===== config.mk =====
export PLATFORM = sky130hd
export DESIGN_NAME = usbs_sie_regs
export DESIGN_NICKNAME = d
export VERILOG_FILES = /design/src/rtl/usbs_pkg.sv /design/src/rtl/usbs_sie_regs.sv
export VERILOG_INCLUDE_DIRS = /design/src /design/src/rtl
export SDC_FILE = /design/constraint.sdc
export NUM_CORES = 1
export LEC_CHECK = 0
export BUFFER_PORTS_ARGS = -buffer_cell sky130_fd_sc_hd__buf_2
export CAP_MARGIN = 0
export CELL_PAD_IN_SITES_DETAIL_PLACEMENT = 0
export CELL_PAD_IN_SITES_GLOBAL_PLACEMENT = 1
export CORE_MARGIN = 1.5
export CORE_UTILIZATION = 32
export DETAILED_ROUTE_END_ITERATION = 12
export PLACE_DENSITY = 0.77
export SLEW_MARGIN = 20
export SYNTH_ARGS = -nofsm -noshare
export SYNTH_HDL_FRONTEND = slang
export SYNTH_SLANG_ARGS = --single-unit

===== constraint.sdc =====
create_clock -name pclk -period 1.75 [get_ports pclk]
set_input_delay 0.0875 -clock pclk [delete_from_list [all_inputs] [get_ports pclk]]
set_output_delay 0.0875 -clock pclk [all_outputs]
set_load 0.05 [all_outputs]

===== src/rtl/usbs_cfg.svh =====
// Register map, field positions, reset values and timing for the USB SIE status block
`ifndef USBS_CFG_SVH
`define USBS_CFG_SVH

// ----------------------------------------
// Register indices (byte address = index * 4)
// ----------------------------------------
`define USBS_IDX_AWR 8'h42
`define USBS_IDX_SIE_STATUS_FLAGS 8'h45
`define USBS_IDX_MISC 8'h46

// ----------------------------------------
// Status flag field positions
// ----------------------------------------
`define USBS_SF_ADR_SET 0
`define USBS_SF_FIFO0_ACCESS_ERROR 1
`define USBS_SF_OUT 2
`define USBS_SF_IN 3
`define USBS_SF_NAK 4
`define USBS_SF_CRC 5
`define USBS_SF_EOT 6
`define USBS_SF_NMI 7

// ----------------------------------------
// FIFO command field positions
// ----------------------------------------
`define USBS_FC_REQ 0
`define USBS_FC_TX 1
`define USBS_FC_CLEAR 2
`define USBS_FC_SEL_LO 3
`define USBS_FC_SEL_HI 4
`define USBS_FC_SETUP 5
`define USBS_FC_READY 6
`define USBS_FC_ZERO_LENGTH_PACKET_FLAG 7

// ----------------------------------------
// Reset values and timing
// ----------------------------------------
`define USBS_RST_AWR 8'h00
`define USBS_RST_BYTE 8'h00
`define USBS_FIFO_GAP_NS 2000
`define USBS_CLK_NS 25

`endif


===== src/rtl/usbs_pkg.sv =====
// Types shared by the USB SIE status block
`default_nettype none
package usbs_pkg;

  typedef logic [7:0] usbs_byte_t;

  typedef enum logic [1:0] {
    USBS_EP_FIFO0,
    USBS_EP_FIFO1,
    USBS_EP_FIFO2,
    USBS_EP_RSVD
  } usbs_ep_e;

  typedef enum logic [1:0] {
    USBS_ADR_IDLE,
    USBS_ADR_ARMED
  } usbs_adr_e;

endpackage : usbs_pkg
`default_nettype wire


===== src/rtl/usbs_sie_regs.sv =====
// SIE status flags, device address and endpoint FIFO command port behind APB
//
// Functional notes
// With auto address set, address loads only after a successful IN read.
// With auto address clear, address is taken when firmware writes it.
// Engine clears auto address flag after the deferred update.
// FIFO0 access error sets a sticky flag; firmware clears; resets zero.
// OUT token with data sets OUT flag, not zero-length OUT.
// OUT flag is also cleared by the next valid SETUP token.
// IN status bit shows the current token is an IN token.
// NAK status bit is high while a NAK handshake is sent.
// CRC error sets the checksum error flag; firmware clears it.
// Transaction end flag reads one normally; zero with suspend is a fault.
// Mask one interrupts on data only; zero interrupts on any FIFO0 access.
// FIFO command register is zeroed on USB bus reset.
// Firmware sets fields first, then request, clears request when done.
// For writes firmware sets direction, clears it before dropping request.
// For reads direction stays zero, set to one before releasing request.
// Clear bit empties the requested FIFO even when not ready.
// Select field 00, 01, 10 picks FIFO0, FIFO1, FIFO2; 11 reserved.
// SETUP marker sets when FIFO holds a SETUP command; firmware clears.
// Ready bit reports the selected FIFO is ready.
// Zero-length bit sets when host sends a zero-length packet.
// Firmware spaces FIFO data reads or writes by at least 2 us.
// A hardware set wins over a firmware clear in the same cycle.
//
// Implementation choice: the APB interface to the registers.
`timescale 1ns/1ps
`default_nettype none
`include "usbs_cfg.svh"

module usbs_sie_regs #(
  parameter int ADDR_W = 12
) (
  input wire logic pclk,
  input wire logic presetn,
  input wire logic psel,
  input wire logic penable,
  input wire logic pwrite,
  input wire logic [ADDR_W-1:0] paddr,
  input wire logic [31:0] pwdata,
  output logic [31:0] prdata,
  output logic pready,
  output logic pslverr,
  input wire logic sie_in_token,
  input wire logic sie_nak_tx,
  input wire logic sie_eot,
  input wire logic sie_suspend,
  input wire logic sie_crc_err,
  input wire logic sie_fifo0_err,
  input wire logic sie_out_data,
  input wire logic sie_setup_token,
  input wire logic sie_in_done,
  input wire logic sie_setup_in_fifo,
  input wire logic sie_zero_len_pkt,
  input wire logic sie_fifo0_access,
  input wire logic sie_data_xfer,
  input wire logic usb_bus_reset,
  input wire logic [2:0] fifo_ready,
  output logic [6:0] dev_addr,
  output logic remote_wake_en,
  output logic fifo_req,
  output logic fifo_dir_write,
  output logic fifo_flush,
  output logic [1:0] fifo_select,
  output logic usb_irq,
  output logic usb_fault
);

  // ----------------------------------------
  // Bus decode
  // ----------------------------------------
  localparam logic [ADDR_W-1:0] AWR_ADDR = ADDR_W'({`USBS_IDX_AWR, 2'b00});
  localparam logic [ADDR_W-1:0] SIE_STATUS_FLAGS_ADDR = ADDR_W'({`USBS_IDX_SIE_STATUS_FLAGS, 2'b00});
  localparam logic [ADDR_W-1:0] MISC_ADDR = ADDR_W'({`USBS_IDX_MISC, 2'b00});

  logic hit_awr;
  logic hit_sie_status_flags;
  logic hit_misc;
  logic mapped;
  logic wr_en;
  logic [7:0] wd;

  assign hit_awr = (paddr == AWR_ADDR);
  assign hit_sie_status_flags = (paddr == SIE_STATUS_FLAGS_ADDR);
  assign hit_misc = (paddr == MISC_ADDR);
  assign mapped = hit_awr | hit_sie_status_flags | hit_misc;
  assign wr_en = psel & penable & pwrite & mapped;
  assign wd = pwdata[7:0];
  assign pready = 1'b1;
  assign pslverr = psel & penable & ~mapped;

  // ----------------------------------------
  // State
  // ----------------------------------------
  usbs_pkg::usbs_byte_t awr_q;
  logic [6:0] dev_addr_q;
  logic adr_set_q;
  logic fifo0_access_error_q;
  logic out_q;
  logic crc_q;
  logic nmi_q;
  logic [4:0] cmd_q;
  logic setup_mk_q;
  logic zero_length_packet_flag_q;
  logic irq_q;
  logic [31:0] prdata_q;
  logic ready_sel;
  usbs_pkg::usbs_ep_e ep_sel;
  usbs_pkg::usbs_byte_t sie_status_flags_rd;
  usbs_pkg::usbs_byte_t misc_rd;

  assign ep_sel = usbs_pkg::usbs_ep_e'(cmd_q[`USBS_FC_SEL_HI:`USBS_FC_SEL_LO]);

  // select decode
  always_comb begin
    case (ep_sel)
      usbs_pkg::USBS_EP_FIFO0: ready_sel = fifo_ready[0];
      usbs_pkg::USBS_EP_FIFO1: ready_sel = fifo_ready[1];
      usbs_pkg::USBS_EP_FIFO2: ready_sel = fifo_ready[2];
      default: ready_sel = 1'b0;
    endcase
  end

  // ----------------------------------------
  // Address register and device address
  // ----------------------------------------
  always_ff @(posedge pclk or negedge presetn) begin
    if (!presetn) begin
      awr_q <= `USBS_RST_AWR;
    end else if (wr_en && hit_awr) begin
      awr_q <= wd;
    end
  end

  always_ff @(posedge pclk or negedge presetn) begin
    if (!presetn) begin
      dev_addr_q <= 7'h00;
    // immediate load
    end else if (wr_en && hit_awr && !adr_set_q) begin
      dev_addr_q <= wd[7:1];
    // deferred load
    end else if (adr_set_q && sie_in_done) begin
      dev_addr_q <= awr_q[7:1];
    end
  end

  always_ff @(posedge pclk or negedge presetn) begin
    if (!presetn) begin
      adr_set_q <= 1'b0;
    // self clear
    end else if (adr_set_q && sie_in_done) begin
      adr_set_q <= 1'b0;
    end else if (wr_en && hit_sie_status_flags) begin
      adr_set_q <= wd[`USBS_SF_ADR_SET];
    end
  end

  // ----------------------------------------
  // Sticky status flags and interrupt mask bit
  // ----------------------------------------
  logic sie_status_flags_wr;
  assign sie_status_flags_wr = wr_en & hit_sie_status_flags;

  always_ff @(posedge pclk or negedge presetn) begin
    if (!presetn) begin
      fifo0_access_error_q <= 1'b0;
    // error set wins
    end else if (sie_fifo0_err) begin
      fifo0_access_error_q <= 1'b1;
    end else if (sie_status_flags_wr) begin
      fifo0_access_error_q <= wd[`USBS_SF_FIFO0_ACCESS_ERROR];
    end
  end

  always_ff @(posedge pclk or negedge presetn) begin
    if (!presetn) begin
      out_q <= 1'b0;
    // data OUT sets
    end else if (sie_out_data) begin
      out_q <= 1'b1;
    // SETUP clears
    end else if (sie_setup_token) begin
      out_q <= 1'b0;
    end else if (sie_status_flags_wr) begin
      out_q <= wd[`USBS_SF_OUT];
    end
  end

  always_ff @(posedge pclk or negedge presetn) begin
    if (!presetn) begin
      crc_q <= 1'b0;
    // CRC set wins
    end else if (sie_crc_err) begin
      crc_q <= 1'b1;
    end else if (sie_status_flags_wr) begin
      crc_q <= wd[`USBS_SF_CRC];
    end
  end

  always_ff @(posedge pclk or negedge presetn) begin
    if (!presetn) begin
      nmi_q <= 1'b0;
    end else if (sie_status_flags_wr) begin
      nmi_q <= wd[`USBS_SF_NMI];
    end
  end

  // live status bits
  always_comb begin
    sie_status_flags_rd = `USBS_RST_BYTE;
    sie_status_flags_rd[`USBS_SF_ADR_SET] = adr_set_q;
    sie_status_flags_rd[`USBS_SF_FIFO0_ACCESS_ERROR] = fifo0_access_error_q;
    sie_status_flags_rd[`USBS_SF_OUT] = out_q;
    sie_status_flags_rd[`USBS_SF_IN] = sie_in_token;
    sie_status_flags_rd[`USBS_SF_NAK] = sie_nak_tx;
    sie_status_flags_rd[`USBS_SF_CRC] = crc_q;
    sie_status_flags_rd[`USBS_SF_EOT] = sie_eot;
    sie_status_flags_rd[`USBS_SF_NMI] = nmi_q;
  end

  // ----------------------------------------
  // FIFO command register
  // ----------------------------------------
  logic misc_wr;
  assign misc_wr = wr_en & hit_misc;

  always_ff @(posedge pclk or negedge presetn) begin
    if (!presetn) begin
      cmd_q <= 5'h00;
    // bus reset zeroes
    end else if (usb_bus_reset) begin
      cmd_q <= 5'h00;
    end else if (misc_wr) begin
      cmd_q <= wd[4:0];
    end
  end

  always_ff @(posedge pclk or negedge presetn) begin
    if (!presetn) begin
      setup_mk_q <= 1'b0;
    end else if (usb_bus_reset) begin
      setup_mk_q <= 1'b0;
    // SETUP marker set
    end else if (sie_setup_in_fifo) begin
      setup_mk_q <= 1'b1;
    end else if (misc_wr) begin
      setup_mk_q <= wd[`USBS_FC_SETUP];
    end
  end

  always_ff @(posedge pclk or negedge presetn) begin
    if (!presetn) begin
      zero_length_packet_flag_q <= 1'b0;
    end else if (usb_bus_reset) begin
      zero_length_packet_flag_q <= 1'b0;
    // zero-length set
    end else if (sie_zero_len_pkt) begin
      zero_length_packet_flag_q <= 1'b1;
    end else if (misc_wr) begin
      zero_length_packet_flag_q <= wd[`USBS_FC_ZERO_LENGTH_PACKET_FLAG];
    end
  end

  // ready status
  always_comb begin
    misc_rd = `USBS_RST_BYTE;
    misc_rd[4:0] = cmd_q;
    misc_rd[`USBS_FC_SETUP] = setup_mk_q;
    misc_rd[`USBS_FC_READY] = ready_sel;
    misc_rd[`USBS_FC_ZERO_LENGTH_PACKET_FLAG] = zero_length_packet_flag_q;
  end

  // ----------------------------------------
  // Outputs to the engine
  // ----------------------------------------
  assign dev_addr = dev_addr_q;
  assign remote_wake_en = awr_q[0];
  // firmware sequences the fields
  assign fifo_req = cmd_q[`USBS_FC_REQ];
  assign fifo_dir_write = cmd_q[`USBS_FC_TX];
  assign fifo_select = cmd_q[`USBS_FC_SEL_HI:`USBS_FC_SEL_LO];
  // flush regardless of ready
  assign fifo_flush = cmd_q[`USBS_FC_REQ] & cmd_q[`USBS_FC_CLEAR];

  // interrupt gating
  always_ff @(posedge pclk or negedge presetn) begin
    if (!presetn) begin
      irq_q <= 1'b0;
    end else begin
      irq_q <= nmi_q ? sie_data_xfer : sie_fifo0_access;
    end
  end
  assign usb_irq = irq_q;

  // fault indication
  assign usb_fault = sie_suspend & ~sie_eot;

  // ----------------------------------------
  // Read data, captured in setup phase
  // ----------------------------------------
  always_ff @(posedge pclk or negedge presetn) begin
    if (!presetn) begin
      prdata_q <= 32'h0000_0000;
    end else if (psel && !penable && !pwrite) begin
      prdata_q <= {24'h00_0000, hit_awr ? awr_q : hit_sie_status_flags ? sie_status_flags_rd : hit_misc ? misc_rd : `USBS_RST_BYTE};
    end
  end
  assign prdata = prdata_q;
endmodule : usbs_sie_regs
`default_nettype wire


==> run summary <==
Routed Antenna Nets = 0
total number of vias = 1741
kind of critical path = input pin to flip-flop
WHS = 15.8 ps
Ys Warns = 0
boundary pin count = 115
register area share after synthesis = 42.5%
CTS max path bufs = 2
CTS root buf = clkbuf_8
critical-path cell list = buf_2 > nor4b_1 > and4_2 > mux2i_1 > o21bai_1 > dlygate4sd3_1
Cell Area, Synth = 0.00212 mm^2
most common cell after layout, fill and taps aside = buf_2
first-pass GRT wire length = 8.45 mm
Starting Density = 33.2%
Cell variety after synth = 39
TritonRoute pass-1 iters = 4
Area Growth Syn to Fin = 21.8%
Setup-failing EPs final = 0
IO Port Bufs = 65
measured slew at the worst slew-check pin = 824 ps
Final min period = 1630 ps
routed len/inst = 13.8 um
final max-slew violation count = 0
chip height = 84.4 um
Clock transition at path regs = 80 ps
Sink Count = 36
Final Hold Vio Count = 0
# DRC = 0
FF+latch count, synth = 36
H-tree levels = 2
largest net degree at the start of global routing = 37
insertion delay to the later sink of the worst-skew pair = 290 ps
largest fanout on the critical path = 7
die width = 84.4 um
max-cap viol count = 0
vias in the first global route = 1739
CP Launch Type = input pin
CP Data Required Time = 1920 ps
Slowest-stage cell, CP = dlygate4sd3_1
CTS tree = done
Leak = 1.37 nW
initial antenna violation count = 0
syn avg cell area = 9.64 um^2
placed cell count = 356
routed wire length = 5.09 mm
setup tns final = 0 ps
headroom to the max-slew limit = 45.0%
share of the clock period used by the worst path = 93.3%
Final Total Pwr = 1.87 mW
vias per cell = 4.72
gpl congestion = 0.758
DRT iter0 DRCs = 76
Worst Hold Class = input pin to flip-flop
fmax = 613 MHz
share of cells above drive strength 1 = 32.5%
Power Density = 725 mW/mm^2
commonest non-fill, non-tap cells in the layout = buf_2, nand2_1, dfrtp_1, conb_1, nor2_1
Core Area = 0.00639 mm^2
Tot GR Track Use = 14.9%
clk_skew = 15.9 ps
Nets = 357
setup ws final = 118 ps
die area = 0.00713 mm^2
Peak VDD IR = 0.000567 V
worst slack at placement = 229 ps
worst stage delay on the critical path = 560 ps
Overflow after GRT = 0
outcome = complete, no violations
crit end category = flip-flop
setup bufs post-CTS = 0
Post-DP HPWL = 3.81 mm
unrepaired setup endpoints after global routing = false
Cells after Synth = 220
FP Rows = 29
CTS Buf Count = 5
CP arrival = 1800 ps
Final Instance Count excl. Fillers = 369
Antenna diodes = 0
flip-flops by register name, summed over array words and instances, names as in the netlist, 5 cells and up:
| signal | count |
|---|---|
| prdata | 8 |
| dev_addr | 7 |
| cmd_q | 5 |
| awr_q | 8 |
report_power, final:
part,internal [mW],leakage [nW],switching [mW]
Clock,0.422,0.0541,0.320
Combinational,0.0745,0.833,0.214
Sequential,0.838,0.484,0.00355
final timing paths:
| check | to | slack (ps) | cells after the start | start |
|---|---|---|---|---|
| hold reg to reg | prdata[3] | 480 | 2 | prdata[3] |
| setup / recovery | out_q | 120 | 6 | paddr[1] |
| max in group asynchronous | awr_q[7] | 800 | 2 | presetn |
| hold / removal | awr_q[6] | 20 | 3 | pwdata[6] |
| setup reg to reg | dev_addr[6] | 390 | 4 | adr_set_q |
| min in group asynchronous | prdata[6] | 420 | 2 | presetn |
metal layers:
metal / global-route usage, % / up-vias / wire [um]
li1: - / 856 / -
met1: 18.5 / 833 / 2220
met2: 26.8 / 48 / 2590
met3: 3.34 / 4 / 250
met4: 2.64 / 0 / 32
met5: 0 / - / 0
cells by family (layout without fill, tap and decap cells):
logic type	after synthesis	count (layout)	synth area share, %
flip-flops	36	36	42.5
other	2	25	0.354
buffers and inverters	39	88	13.0
AND/OR/NAND/NOR	88	88	23.5
multiplexers	17	17	8.20
AO/OA/AOI/OAI	38	38	12.4
synth_stat cells, drive strengths merged:
library cell  count  share of area [%]
a211o             2               0.83
a211oi            2               0.71
a21boi            1               0.35
a21oi             2               0.47
a22oi             7                2.5
a31oi             7                2.1
and2              2               0.65
and4              4                1.7
and4b             1               0.47
buf              33                 12
clkbuf            4               0.71
conb              2               0.35
dfrtp            36                 42
inv               2               0.35
mux2              3                1.6
mux2i            14                6.6
nand2            36                6.4
nand2b            8                2.4
nand4             2                1.6
nor2             22                3.9
nor2b             4                1.2
nor3              2               0.47
nor3b             1               0.59
nor4              2                2.0
nor4b             2                1.5
o21ai             7                1.7
o21bai            1               0.35
o221ai            1               0.41
o31ai             8                3.1
or2               1               0.30
or3b              1               0.41
critical path, delay by kind of cell:
family          cells  cell delay (ps)
mux                 1              230
buf+inv             2              700
simple gates        2              720
compound gates      1               70
layout make-up:
class                           count  area [um^2]
Clock buffer                        5         68.8
Timing Repair Buffer               78          435
Multi-Input combinational cell    168         1030
Tap cell                           77         96.3
Inverter                            2         7.51
Fill cell                         680         3800
Sequential cell                    36          901
Clock inverter                      3         42.5
through the flow:
step | util, % | cell area (um^2)
floorplan | - | 2210
global placement | 37.9 | 2420
detailed placement | 37.9 | 2420
CTS | 40.4 | 2580
global route | 40.4 | 2580
finish | 40.4 | 2580
repair_timing:
item	in CTS	in global routing
endpoints found under the setup margin	0	1
gates resized for setup	0	1
endpoints found under the hold margin	39	0
hold buffers	5	0
(Power assumes the default switching activity.)
